**src/include/vih_consts.svh**
```systemverilog
// vih_consts.svh: offsets, field positions, reset values and timing counts of the interrupt handler
// assumes a single 50 MHz core clock and an sfr-style plain register port
//
// What this block does
// - 22 sources, two priority levels, pending flags
// - flags set on event regardless of enable
// - after instruction ends, long call to vector
// - return resumes the interrupted instruction stream
// - disabled source pending flag is ignored
// - global enable gates all per-source enables
// - only some flags auto-clear on vectoring
// - flag still set after return re-requests
// - software write of one acts as event
// - ext 0/1 active low, level or edge
// - ext 0/1 flags at control bits 1, 3
// - edge mode ext flag clears on vectoring
// - level mode ext flag follows the pin
// - ext 6/7 edge only, selectable polarity
// - fixed vectors 0x0003 to 0x00AB, 8-byte steps
// - high preempts low, high never preempted
// - per-source priority bit, low after reset
// - higher level first, then lower order
// - sample every clock, 1+4 clock response
// - one instruction after return before next call
// - worst case 18 clocks response
// - equal or higher service blocks new request
`ifndef VIH_CONSTS_SVH
`define VIH_CONSTS_SVH

`define VIH_NUM_SRC        22
`define VIH_VEC_BASE       16'h0003
`define VIH_VEC_STEP       16'h0008
`define VIH_VEC_RESET      16'h0000
`define VIH_DETECT_CYC     1
`define VIH_CALL_CYC       4
`define VIH_MIN_RESP_CYC   5
`define VIH_MAX_RESP_CYC   18

// register addresses on the plain port
`define VIH_A_TIMER_CONTROL_REG         8'h88
`define VIH_A_IE           8'hA8
`define VIH_A_IP           8'hB8
`define VIH_A_EIE1         8'hE6
`define VIH_A_EXT_INT_ENABLE_REG2         8'hE7
`define VIH_A_EIP1         8'hF6
`define VIH_A_EXT_INT_PRIORITY_REG2         8'hF7
`define VIH_A_PORT3_INT_FLAG_REG         8'hAD
`define VIH_A_PEND0        8'hC0
`define VIH_A_PEND1        8'hC1
`define VIH_A_PEND2        8'hC2
`define VIH_A_STAT         8'hC3

// field positions
`define VIH_GIE_BIT        7
`define VIH_IT0_BIT        0
`define VIH_IE0_BIT        1
`define VIH_IT1_BIT        2
`define VIH_IE1_BIT        3
`define VIH_P3_IE6_BIT     5
`define VIH_P3_IE7_BIT     6
`define VIH_P3_POL6_BIT    1
`define VIH_P3_POL7_BIT    2
`define VIH_SRC_EXT0       0
`define VIH_SRC_EXT1       2
`define VIH_SRC_EXT6       18
`define VIH_SRC_EXT7       19
`define VIH_IP_RD_ONES     8'hC0
`define VIH_RST_BYTE       8'h00

`endif

```
**src/include/vih_pkg.sv**
```systemverilog
// vih_pkg.sv: types shared by the interrupt handler
// assumes vih_consts.svh is on the include path
`include "vih_consts.svh"
package vih_pkg;
	typedef logic [`VIH_NUM_SRC-1:0] vih_vec_t;

	typedef struct packed {
		logic        valid;
		logic        high;
		logic [4:0]  index;
		logic [15:0] addr;
	} vih_req_t;

	typedef struct packed {
		logic [7:0] addr;
		logic [7:0] wdata;
		logic       wr;
		logic       rd;
	} vih_bus_t;

	typedef enum logic [1:0] {
		VIH_RUN    = 2'b00,
		VIH_CALL   = 2'b01,
		VIH_HOLD   = 2'b11
	} vih_state_t;
endpackage : vih_pkg

```
**src/core/vih_arbiter.sv**
```systemverilog
// vih_arbiter.sv: two-level fixed order arbiter of enabled pending sources
// assumes pending, enable and priority vectors are on the core clock
`timescale 1ns/10ps
module vih_arbiter
	import vih_pkg::*;
#(
	parameter int NUM_SRC = `VIH_NUM_SRC
)(
	input  wire logic [NUM_SRC-1:0] req_i,
	input  wire logic [NUM_SRC-1:0] prio_i,
	output vih_req_t                win_o
);
	// =========================================
	// lowest order wins inside each level
	logic [NUM_SRC-1:0] hi_req;
	logic [NUM_SRC-1:0] lo_req;
	logic [4:0]         hi_idx;
	logic [4:0]         lo_idx;
	logic [4:0]         sel_idx;

	assign hi_req = req_i & prio_i;
	assign lo_req = req_i & ~prio_i;

	always_comb
	begin
		hi_idx = 5'h00;
		lo_idx = 5'h00;
		for (int i = NUM_SRC - 1; i >= 0; i--)
		begin
			if (hi_req[i])
				hi_idx = 5'(i);
			if (lo_req[i])
				lo_idx = 5'(i);
		end
	end

	assign sel_idx     = (|hi_req) ? hi_idx : lo_idx;
	assign win_o.valid = |req_i;
	assign win_o.high  = |hi_req;
	assign win_o.index = sel_idx;
	assign win_o.addr  = `VIH_VEC_BASE + {8'h00, sel_idx, 3'h0};
endmodule : vih_arbiter

```
**src/core/vih_handler.sv**
```systemverilog
// vih_handler.sv: vectored interrupt handler, 22 sources, two levels
// assumes the cpu reports instruction boundaries and return completion on the core clock
`timescale 1ns/10ps
module vih_handler
	import vih_pkg::*;
#(
	parameter int NUM_SRC = `VIH_NUM_SRC
)(
	input  wire logic               core_clk_i,
	input  wire logic               rst_n_i,
	// register port
	input  wire logic [7:0]         reg_addr_i,
	input  wire logic [7:0]         reg_wdata_i,
	input  wire logic               reg_wr_i,
	input  wire logic               reg_rd_i,
	output logic [7:0]              reg_rdata_o,
	// peripheral events, one-cycle pulses on the core clock
	input  wire logic [NUM_SRC-1:0] periph_event_i,
	// peripheral flag clears from software paths outside this block
	input  wire logic [NUM_SRC-1:0] periph_clear_i,
	// external pins
	input  wire logic               ext0_request_pin_n_i,
	input  wire logic               ext1_request_pin_n_i,
	input  wire logic               ext6_pin_i,
	input  wire logic               ext7_pin_i,
	// cpu side
	input  wire logic               instr_done_i,
	input  wire logic               return_from_int_instr_done_i,
	output logic                    call_req_o,
	output logic [15:0]             call_addr_o,
	output logic [4:0]              call_src_o,
	output logic                    call_busy_o,
	output logic [1:0]              active_level_o
);
	// =========================================
	// parameter check
	initial
	begin
		if (NUM_SRC != `VIH_NUM_SRC)
			$error("vih_handler: source count must be 22");
	end

	// =========================================
	// pin synchronisers
	logic [3:0] pin_meta;
	logic [3:0] pin_sync;
	logic [3:0] pin_prev;

	always_ff @(posedge core_clk_i or negedge rst_n_i)
	begin
		if (!rst_n_i)
		begin
			pin_meta <= 4'hF;
			pin_sync <= 4'hF;
			pin_prev <= 4'hF;
		end
		else
		begin
			pin_meta <= {ext7_pin_i, ext6_pin_i, ext1_request_pin_n_i, ext0_request_pin_n_i};
			pin_sync <= pin_meta;
			pin_prev <= pin_sync;
		end
	end

	// =========================================
	// control registers
	logic [7:0] int_enable_reg;
	logic [7:0] ext_int_enable_reg1;
	logic [7:0] ext_int_enable_reg2;
	logic [7:0] int_priority_reg;
	logic [7:0] ext_int_priority_reg1;
	logic [7:0] ext_int_priority_reg2;
	logic       ext0_trigger_type;
	logic       ext1_trigger_type;
	logic       ext6_polarity;
	logic       ext7_polarity;

	wire wr_ie   = reg_wr_i && (reg_addr_i == `VIH_A_IE);
	wire wr_eie1 = reg_wr_i && (reg_addr_i == `VIH_A_EIE1);
	wire wr_ext_int_enable_reg2 = reg_wr_i && (reg_addr_i == `VIH_A_EXT_INT_ENABLE_REG2);
	wire wr_ip   = reg_wr_i && (reg_addr_i == `VIH_A_IP);
	wire wr_eip1 = reg_wr_i && (reg_addr_i == `VIH_A_EIP1);
	wire wr_ext_int_priority_reg2 = reg_wr_i && (reg_addr_i == `VIH_A_EXT_INT_PRIORITY_REG2);
	wire wr_timer_control_reg = reg_wr_i && (reg_addr_i == `VIH_A_TIMER_CONTROL_REG);
	wire wr_port3_int_flag_reg = reg_wr_i && (reg_addr_i == `VIH_A_PORT3_INT_FLAG_REG);
	wire wr_pnd0 = reg_wr_i && (reg_addr_i == `VIH_A_PEND0);
	wire wr_pnd1 = reg_wr_i && (reg_addr_i == `VIH_A_PEND1);
	wire wr_pnd2 = reg_wr_i && (reg_addr_i == `VIH_A_PEND2);

	always_ff @(posedge core_clk_i or negedge rst_n_i)
	begin
		if (!rst_n_i)
		begin
			int_enable_reg        <= `VIH_RST_BYTE;
			ext_int_enable_reg1   <= `VIH_RST_BYTE;
			ext_int_enable_reg2   <= `VIH_RST_BYTE;
			int_priority_reg      <= `VIH_RST_BYTE;
			ext_int_priority_reg1 <= `VIH_RST_BYTE;
			ext_int_priority_reg2 <= `VIH_RST_BYTE;
			ext0_trigger_type     <= 1'b0;
			ext1_trigger_type     <= 1'b0;
			ext6_polarity         <= 1'b0;
			ext7_polarity         <= 1'b0;
		end
		else
		begin
			if (wr_ie)
				int_enable_reg <= reg_wdata_i;
			if (wr_eie1)
				ext_int_enable_reg1 <= reg_wdata_i;
			if (wr_ext_int_enable_reg2)
				ext_int_enable_reg2 <= reg_wdata_i;
			if (wr_ip)
				int_priority_reg <= reg_wdata_i;
			if (wr_eip1)
				ext_int_priority_reg1 <= reg_wdata_i;
			if (wr_ext_int_priority_reg2)
				ext_int_priority_reg2 <= reg_wdata_i;
			if (wr_timer_control_reg)
			begin
				ext0_trigger_type <= reg_wdata_i[`VIH_IT0_BIT];
				ext1_trigger_type <= reg_wdata_i[`VIH_IT1_BIT];
			end
			if (wr_port3_int_flag_reg)
			begin
				ext6_polarity <= reg_wdata_i[`VIH_P3_POL6_BIT];
				ext7_polarity <= reg_wdata_i[`VIH_P3_POL7_BIT];
			end
		end
	end

	// =========================================
	// enable and priority vectors
	logic [NUM_SRC-1:0] src_enable;
	logic [NUM_SRC-1:0] src_prio;
	logic               global_int_enable;

	assign global_int_enable = int_enable_reg[`VIH_GIE_BIT];
	assign src_enable = {ext_int_enable_reg2, ext_int_enable_reg1, int_enable_reg[5:0]};
	assign src_prio   = {ext_int_priority_reg2, ext_int_priority_reg1, int_priority_reg[5:0]};

	// =========================================
	// pending flags
	logic [NUM_SRC-1:0] pend;
	logic [NUM_SRC-1:0] next_pend;
	logic [NUM_SRC-1:0] hw_set;
	logic [NUM_SRC-1:0] sw_wr_sel;
	logic [NUM_SRC-1:0] sw_wr_val;
	logic [NUM_SRC-1:0] auto_clr;
	logic [NUM_SRC-1:0] level_mode;
	logic [NUM_SRC-1:0] level_val;
	logic               fall0;
	logic               fall1;
	logic               edge6;
	logic               edge7;
	logic               call_take;
	vih_req_t           win;
	vih_req_t           held;

	assign fall0 = pin_prev[0] & ~pin_sync[0];
	assign fall1 = pin_prev[1] & ~pin_sync[1];
	assign edge6 = ext6_polarity ? (~pin_prev[2] & pin_sync[2]) : (pin_prev[2] & ~pin_sync[2]);
	assign edge7 = ext7_polarity ? (~pin_prev[3] & pin_sync[3]) : (pin_prev[3] & ~pin_sync[3]);

	always_comb
	begin
		hw_set     = periph_event_i;
		level_mode = '0;
		level_val  = '0;
		hw_set[`VIH_SRC_EXT0] = ext0_trigger_type & fall0;
		hw_set[`VIH_SRC_EXT1] = ext1_trigger_type & fall1;
		hw_set[`VIH_SRC_EXT6] = edge6;
		hw_set[`VIH_SRC_EXT7] = edge7;
		level_mode[`VIH_SRC_EXT0] = ~ext0_trigger_type;
		level_mode[`VIH_SRC_EXT1] = ~ext1_trigger_type;
		level_val[`VIH_SRC_EXT0]  = ~pin_sync[0];
		level_val[`VIH_SRC_EXT1]  = ~pin_sync[1];
	end

	always_comb
	begin
		sw_wr_sel = '0;
		sw_wr_val = '0;
		sw_wr_sel[`VIH_SRC_EXT0] = wr_timer_control_reg;
		sw_wr_sel[`VIH_SRC_EXT1] = wr_timer_control_reg;
		sw_wr_val[`VIH_SRC_EXT0] = reg_wdata_i[`VIH_IE0_BIT];
		sw_wr_val[`VIH_SRC_EXT1] = reg_wdata_i[`VIH_IE1_BIT];
		sw_wr_sel[`VIH_SRC_EXT6] = wr_port3_int_flag_reg;
		sw_wr_sel[`VIH_SRC_EXT7] = wr_port3_int_flag_reg;
		sw_wr_val[`VIH_SRC_EXT6] = reg_wdata_i[`VIH_P3_IE6_BIT];
		sw_wr_val[`VIH_SRC_EXT7] = reg_wdata_i[`VIH_P3_IE7_BIT];
		sw_wr_sel[7:0]   = sw_wr_sel[7:0] | {8{wr_pnd0}};
		sw_wr_val[7:0]   = wr_pnd0 ? reg_wdata_i : sw_wr_val[7:0];
		sw_wr_sel[15:8]  = {8{wr_pnd1}};
		sw_wr_val[15:8]  = reg_wdata_i;
		sw_wr_sel[17:16] = {2{wr_pnd2}};
		sw_wr_val[17:16] = reg_wdata_i[1:0];
		sw_wr_sel[21:20] = {2{wr_pnd2}};
		sw_wr_val[21:20] = reg_wdata_i[5:4];
	end

	// edge-mode ext 0/1 and timers 0/1 clear themselves on the call
	always_comb
	begin
		auto_clr = '0;
		if (call_take)
		begin
			if ((held.index == 5'(`VIH_SRC_EXT0) && ext0_trigger_type) ||
			    (held.index == 5'(`VIH_SRC_EXT1) && ext1_trigger_type) ||
			    held.index == 5'h01 || held.index == 5'h03)
				auto_clr[held.index] = 1'b1;
		end
	end

	genvar g;
	generate
		for (g = 0; g < NUM_SRC; g++)
		begin : g_pend
			always_comb
			begin
				if (level_mode[g])
					next_pend[g] = level_val[g];
				else if (hw_set[g])
					next_pend[g] = 1'b1;
				else if (sw_wr_sel[g])
					next_pend[g] = sw_wr_val[g];
				else if (auto_clr[g] || periph_clear_i[g])
					next_pend[g] = 1'b0;
				else
					next_pend[g] = pend[g];
			end
		end
	endgenerate

	always_ff @(posedge core_clk_i or negedge rst_n_i)
	begin
		if (!rst_n_i)
			pend <= '0;
		else
			pend <= next_pend;
	end

	// =========================================
	// arbitration and blocking
	logic [NUM_SRC-1:0] eligible;
	logic [1:0]         act;
	logic               hold_one;
	logic               blocked;

	assign eligible = pend & src_enable & {NUM_SRC{global_int_enable}};

	vih_arbiter #(
		.NUM_SRC (NUM_SRC)
	) u_arb (
		.req_i  (eligible),
		.prio_i (src_prio),
		.win_o  (win)
	);

	// act[1] high level active, act[0] low level active
	assign blocked = act[1] || (act[0] && !win.high) || hold_one;

	// =========================================
	// call sequencer
	vih_state_t state;
	vih_state_t next_state;
	logic [2:0] call_cnt;

	always_comb
	begin
		next_state = state;
		call_take  = 1'b0;
		case (state)
			VIH_RUN:
				if (win.valid && !blocked && instr_done_i)
					next_state = VIH_CALL;
			VIH_CALL:
				if (call_cnt == 3'(`VIH_CALL_CYC - 1))
				begin
					next_state = VIH_RUN;
					call_take  = 1'b1;
				end
			VIH_HOLD:
				next_state = VIH_RUN;
			default:
				next_state = VIH_RUN;
		endcase
	end

	always_ff @(posedge core_clk_i or negedge rst_n_i)
	begin
		if (!rst_n_i)
		begin
			state    <= VIH_RUN;
			call_cnt <= 3'h0;
			held     <= '0;
		end
		else
		begin
			state <= next_state;
			if (state == VIH_RUN && next_state == VIH_CALL)
			begin
				held     <= win;
				call_cnt <= 3'h0;
			end
			else if (state == VIH_CALL)
				call_cnt <= call_cnt + 3'h1;
		end
	end

	// active level record and post-return hold
	always_ff @(posedge core_clk_i or negedge rst_n_i)
	begin
		if (!rst_n_i)
		begin
			act      <= 2'b00;
			hold_one <= 1'b0;
		end
		else
		begin
			if (call_take)
				act[held.high ? 1 : 0] <= 1'b1;
			else if (return_from_int_instr_done_i)
			begin
				if (act[1])
					act[1] <= 1'b0;
				else
					act[0] <= 1'b0;
			end
			if (return_from_int_instr_done_i)
				hold_one <= 1'b1;
			else if (instr_done_i)
				hold_one <= 1'b0;
		end
	end

	// =========================================
	// cpu outputs
	always_ff @(posedge core_clk_i or negedge rst_n_i)
	begin
		if (!rst_n_i)
		begin
			call_req_o  <= 1'b0;
			call_addr_o <= `VIH_VEC_RESET;
			call_src_o  <= 5'h00;
		end
		else
		begin
			call_req_o <= call_take;
			if (call_take)
			begin
				call_addr_o <= held.addr;
				call_src_o  <= held.index;
			end
		end
	end

	assign call_busy_o    = (state != VIH_RUN);
	assign active_level_o = act;

	// =========================================
	// register read, data one cycle after the strobe
	logic [7:0] rd_mux;

	always_comb
	begin
		case (reg_addr_i)
			`VIH_A_IE:    rd_mux = int_enable_reg;
			`VIH_A_EIE1:  rd_mux = ext_int_enable_reg1;
			`VIH_A_EXT_INT_ENABLE_REG2:  rd_mux = ext_int_enable_reg2;
			`VIH_A_IP:    rd_mux = int_priority_reg | `VIH_IP_RD_ONES;
			`VIH_A_EIP1:  rd_mux = ext_int_priority_reg1;
			`VIH_A_EXT_INT_PRIORITY_REG2:  rd_mux = ext_int_priority_reg2;
			`VIH_A_TIMER_CONTROL_REG:  rd_mux = {4'h0, pend[`VIH_SRC_EXT1], ext1_trigger_type,
			                        pend[`VIH_SRC_EXT0], ext0_trigger_type};
			`VIH_A_PORT3_INT_FLAG_REG:  rd_mux = {1'b0, pend[`VIH_SRC_EXT7], pend[`VIH_SRC_EXT6], 2'b00,
			                        ext7_polarity, ext6_polarity, 1'b0};
			`VIH_A_PEND0: rd_mux = pend[7:0];
			`VIH_A_PEND1: rd_mux = pend[15:8];
			`VIH_A_PEND2: rd_mux = {2'b00, pend[21:16]};
			`VIH_A_STAT:  rd_mux = {3'h0, held.index[4:0]} ^ {act, 6'h00};
			default:      rd_mux = 8'h00;
		endcase
	end

	always_ff @(posedge core_clk_i or negedge rst_n_i)
	begin
		if (!rst_n_i)
			reg_rdata_o <= 8'h00;
		else if (reg_rd_i)
			reg_rdata_o <= rd_mux;
		else
			reg_rdata_o <= 8'h00;
	end
endmodule : vih_handler

```
**config.mk**
```make
export PLATFORM = sky130hd
export DESIGN_NAME = vih_handler
export DESIGN_NICKNAME = d
export VERILOG_FILES = /design/src/include/vih_pkg.sv /design/src/core/vih_arbiter.sv /design/src/core/vih_handler.sv
export VERILOG_INCLUDE_DIRS = /design/src /design/src/include
export SDC_FILE = /design/constraint.sdc
export NUM_CORES = 1
export LEC_CHECK = 0
export BUFFER_PORTS_ARGS = -buffer_cell sky130_fd_sc_hd__buf_4
export CAP_MARGIN = 20
export CORE_MARGIN = 8
export CORE_UTILIZATION = 61
export DETAILED_ROUTE_END_ITERATION = 8
export PLACE_DENSITY = 0.95
export SETUP_SLACK_MARGIN = 0.4
export SLEW_MARGIN = 30
export SYNTH_ARGS = -nofsm -noshare
export SYNTH_HDL_FRONTEND = slang
export SYNTH_SLANG_ARGS = --single-unit
```
**constraint.sdc**
```tcl
create_clock -name core_clk_i -period 5.6 [get_ports core_clk_i]
set_input_delay 0.28 -clock core_clk_i [delete_from_list [all_inputs] [get_ports core_clk_i]]
set_output_delay 0.28 -clock core_clk_i [all_outputs]
set_load 0.02 [all_outputs]
```
# After elaboration in Yosys (flattened, before gate mapping)
# Cells that the tools add are included.
[word_totals]
output_inout_bits = 33
in_bits = 70
reg_bits = 144
wordCells = 310
[classes]
eq_ne = 21
addsub = 2
reduce_logical = 77
muxes = 137
n_lt_le_gt_ge = 4
n_bitwise = 22
[op_table]
columns = ["operator", "n"]
rows = [
  ["2-to-1 mux 5 bit", 45],
  ["== test 8 bit, second input constant", 12],
  ["case mux 8 bit (12 select lines)", 1],
  ["bitwise AND 22 bit", 4],
  ["2-to-1 mux 1 bit", 78],
  ["nonzero test 3 bit", 20],
  ["2-to-1 mux 22 bit", 2],
  ["OR reduction 22 bit", 2],
  ["logical OR 1 bit", 27],
  ["inverter 22 bit", 1],
  ["logical AND 1 bit", 19],
  ["2-to-1 mux 8 bit", 2],
  ["== test 5 x 2 -> 1 bit, second input constant", 2],
  ["adder 2 x 8 -> 9 bit, first input constant", 1],
  ["bitwise AND 1 bit", 8],
  ["2-to-1 mux 2 bit", 4],
  ["!= test 4 x 1 -> 1 bit, second input constant", 2],
  ["bitwise OR 3 x 8 -> 8 bit", 1],
  ["nonzero test 2 bit", 4],
  ["bitwise XOR 5 x 8 -> 8 bit", 1],
  ["less-than comparator 5 x 6 -> 1 bit, second input constant", 1],
  ["2-to-1 mux 3 bit", 2],
  ["inverter 1 bit", 6],
  ["demux 1 bit (select 5 bit)", 1],
  ["15 further kinds", 17],
]

# Depth between registers and ports, before layout
[depth]
word_depth = 27
ltp_mapped = 11
mapped_depth_nobuf = 8

# By module
# A second synthesis with hierarchy kept.
[unflattened]
cells_unflattened = 723
hier_area_um2 = 7420.9
[by_module_without_submodules]
columns = ["mod", "instances", "cells_per_inst", "area_per_inst_um2"]
rows = [
  ["vih_handler", 1, 570, 6478.7],
  ["vih_arbiter", 1, 153, 942.2],
]

# Worst setup path before layout
# Ideal clock, no wire load.
[synth_timing]
kind = "in2reg"
startpoint = "input port reg_addr_i[4]"
endpoint = "register pend[0]"
path_buffers = 3
required_time_ps = 5466
arrival_ps = 2257
setup_time_ps = 134
slack_ps = 3209
cell_stages = 10
path_cell_list = "buf_2 > or4b_4 > or3b_1 > buf_6 > nor3_4 > and2_4 > buf_8 > mux2_1 > nand2_1 > o21ai_1"
[synth_between]
elab_chain_cells = 6
[synth_rtl]
columns = ["item", "line", "text"]
rows = [
  ["start, declared", "vih_handler.sv:12", "input wire logic [7:0] reg_addr_i,"],
  ["== test 8 bit", "--", ""],
  ["logical AND 1 bit, on equally long branches", "vih_handler.sv:86, vih_handler.sv:84", ""],
  ["2-to-1 mux 8 bit or bitwise OR 3 x 8 -> 8 bit (tied branches)", "vih_handler.sv:193, vih_handler.sv:192", ""],
  ["2-to-1 mux 1 bit", "vih_handler.sv:225", "else if (sw_wr_sel[g])"],
  ["2-to-1 mux 1 bit", "vih_handler.sv:223", "else if (hw_set[g])"],
  ["2-to-1 mux 1 bit", "vih_handler.sv:221", "if (level_mode[g])"],
  ["end signal, assigned", "vih_handler.sv:240", "pend <= next_pend;"],
  ["end, declared", "vih_handler.sv:144", "logic [NUM_SRC-1:0] pend;"],
]
# Several ways; a longest one is shown, not always the timed one.
# A chain may end at the register's enable or synchronous reset.

# Worst setup path in the final report
[layout_timing]
startpoint = "register int_enable_reg[7]"
endpoint = "register held[18] in the netlist's numbering"
[layout_between]
elab_chain_cells = 25
[layout_rtl]
columns = ["item", "line", "text"]
rows = [
  ["start, declared", "vih_handler.sv:67", "logic [7:0] int_enable_reg;"],
  ["start signal, assigned", "vih_handler.sv:94", "int_enable_reg <= `VIH_RST_BYTE;"],
  ["start signal, assigned", "vih_handler.sv:108", "int_enable_reg <= reg_wdata_i;"],
  ["bitwise AND 22 bit *", "vih_handler.sv:250", "assign eligible = pend & src_enable & {NUM_SRC{global_int_enable}};"],
  ["bitwise AND 22 bit, on equally long branches", "vih_arbiter.sv:22, vih_arbiter.sv:21", ""],
  ["2-to-1 mux 5 bit, on equally long branches (22 in series)", "vih_arbiter.sv:32, vih_arbiter.sv:30", ""],
  ["2-to-1 mux 5 bit", "vih_arbiter.sv:37", "assign sel_idx = (|hi_req) ? hi_idx : lo_idx;"],
  ["end signal, assigned", "vih_handler.sv:303", "held <= win;"],
  ["end, declared", "vih_handler.sv:158", "vih_req_t held;"],
]
# Every way passes the cells marked *; elsewhere a longest branch is shown, timed or not.

==> reports/qor.csv <==
metric;value;unit
syn_avg_cell_area;10.6;sq um
cts_made_buffers;17;
crit_path_frequent_cell;nand4_1;
power_leakage;3.55;nW
total_power;2.23;mW
critPathMaxFanout;48;
dr.pass1.iters;6;
rows;37;
synth-seq-area-share;46.2;%
cts_root_buf;clkbuf_8;
synth_area_leader_cell;dfrtp_1;
hold_class;in -> reg;
cp.arrival;3.42;ns
multi_input_area;0.00305;sq mm
ios;103;
synthToLayoutAreaGrowth;23.4;%
drv_cap;0;
hold_viol;0;
cp_top_family;simple AND/OR/NAND/NOR gates;
grt_pass1_wl;34.2;mm
nets;756;
grt_pass1_vias;5790;
cp-end-kind;register;
start_util;61.5;%
grt_antenna_before_repair;0;
max_freq;335;MHz
slew_violations;0;
fill_cells;642;
drive_gt1_share;30.6;%
clk_latency;0.54;ns
ys_top_cells_by_area;dfrtp_1 41%, mux2_2 12%, dfstp_2 5.1%;
regMostFlops;pend;
clock-sinks;114;
final.min_clock_period;2.99;ns
setup_viol;0;
cts_tree;built;
ant_nets;0;
start_kind;register;
ys_types;70;
core;0.0101;sq mm
synth_top_area_share;41.1;%
overflow;0;
ys.flop_type;dfrtp_1;
slew-limit-headroom;37.1;%
netlist_area;0.00620;sq mm
rsz0062_at_grt;no;
drt_iter0_drc;669;
die_area;0.0137;sq mm
grt_max_degree;71;
largest_reg_flops;22;
n_antenna_cell;0;
htree_levels;4;
synth_seq_cells;114;
grt_usage;34.7;%
wirelength;22.6;mm
regArea;0.00287;sq mm
cts_buffer_depth;2;
die_height;117;microns
avgViaCountPerCell;6.82;
post_cts_buffers;0;
cts.clk_slew.worst_paths;0.06;ns
wl_per_cell;27.2;microns
synthArstFlopShare;100;%
worst-setup-path-type;reg -> reg;
crit_chain;buf_4, nand4_1, nand4_1, nor4_1, and2_0, a211o_1, mux2_2;
worst_pin_slew;0.936;ns
cp_slowest_cell;a211o_1;
die_w;117;microns
fin_setup_tns;0;ns
place.gp.congestion;0.981;
fin_worst_skew;0.0106;ns
synth-edff-count;0;
port_buffers;89;
path_buf_inv;1;
post-route-period-util;53.4;%
slowest_delay;0.52;ns
vdd_ir_drop_max;0.275;mV
route.detailed.drc;0;
power_density;291;mW/mm^2
synth_common_cells;102 x dfrtp_1, 64 x mux2_2, 32 x nand2_1;
yosys_warnings;0;
required;6.03;ns
yosysMostFrequentCell;dfrtp_1;
status;finished clean;
netlist_instances;584;
vias;5682;
hpwl;15.7;mm
worst paths after layout:
path	depth (start not counted)	from	to	slack [ns]
worst min-delay path	3	periph_clear_i[3]	pend[3]	0.01
worst min register to register	0	pin_meta[1]	pin_sync[1]	0.36
worst max-delay path	7	int_enable_reg[7]	held[18]	2.61
max in group asynchronous	3	rst_n_i	ext_int_priority_reg2[7]	4.29
worst max register to register	7	int_enable_reg[7]	held[18]	2.61
min in group asynchronous	2	rst_n_i	call_cnt[1]	0.28
logic make-up (layout without fill, tap and decap cells):
logic type / count (synthesis) / after routing / synth area share (%)
buffers and inverters: 53 / 157 / 5.22
other: 1 / 10 / 0.0605
flip-flops: 114 / 114 / 46.2
adder cells (fa/ha/maj): 2 / 2 / 0.403
AND/OR/NAND/NOR: 205 / 205 / 19.6
multiplexers: 71 / 71 / 12.8
AO/OA/AOI/OAI: 138 / 138 / 15.7
per-layer routing:
metal,global-route usage [%],share of wire [%]
met5,0,0
met4,16.4,4.1
met3,10.8,11
met2,55.1,47
met1,42.4,37
area by class of cell:
cell class	count	area share, %
Multi-Input combinational cell	426	39.8
Sequential cell	114	37.5
Timing Repair Buffer	115	12.1
Clock buffer	20	5.82
Tap cell	136	2.22
Clock inverter	12	2.04
Inverter	10	0.490
power breakdown:
group	leakage (nW)	switching [mW]	internal, mW	total [mW]
Sequential	1.46	0.0621	0.866	0.928
Clock	0.296	0.404	0.703	1.11
Combinational	1.80	0.0973	0.0925	0.190
Total	3.55	0.564	1.66	2.23
worst min-delay path, cell delays in order:
cell and delay, ns:
buf_4 0.08, nand3b_1 0.09, o21ai_0 0.06
through the flow:
stage,cell area (sq um),hold slack [ns],worst slack [ns],std cells,utilization [%]
finish,7650,0.0141,2.61,833,75.8
global route,7650,0.0177,2.48,833,75.8
CTS,7650,0.00529,2.72,833,75.8
detailed placement,6810,0.300,2.76,777,67.5
global placement,6800,0.289,2.77,777,67.4
floorplan,6240,-0.0156,3.21,593,-
cell usage in the layout, fill, tap and decap left out, drive strengths merged, types with 5 or more instances in the layout:
master         n
nor2          30
a21oi         23
conb          10
nand2b         9
o21ai         26
nand2         32
a31oi          7
dfstp         12
nand4         28
nand3b         5
nor2b          5
nand4b         8
inv           12
nor3           8
a221oi        12
mux2i          5
mux2          66
nand3         24
dlygate4sd3   24
and2           7
buf           91
and4b          7
a211o         18
a22oi         17
clkbuf        20
dfrtp        102
clkinv         6
nor3b         19
timing repair:
item,4_1_cts,5_1_grt
setup endpoints to repair,0,0
resized for setup,0,0
hold buffers,24,0
hold endpoints to repair,61,0
No activity file was read; power rests on OpenSTA's default activity.
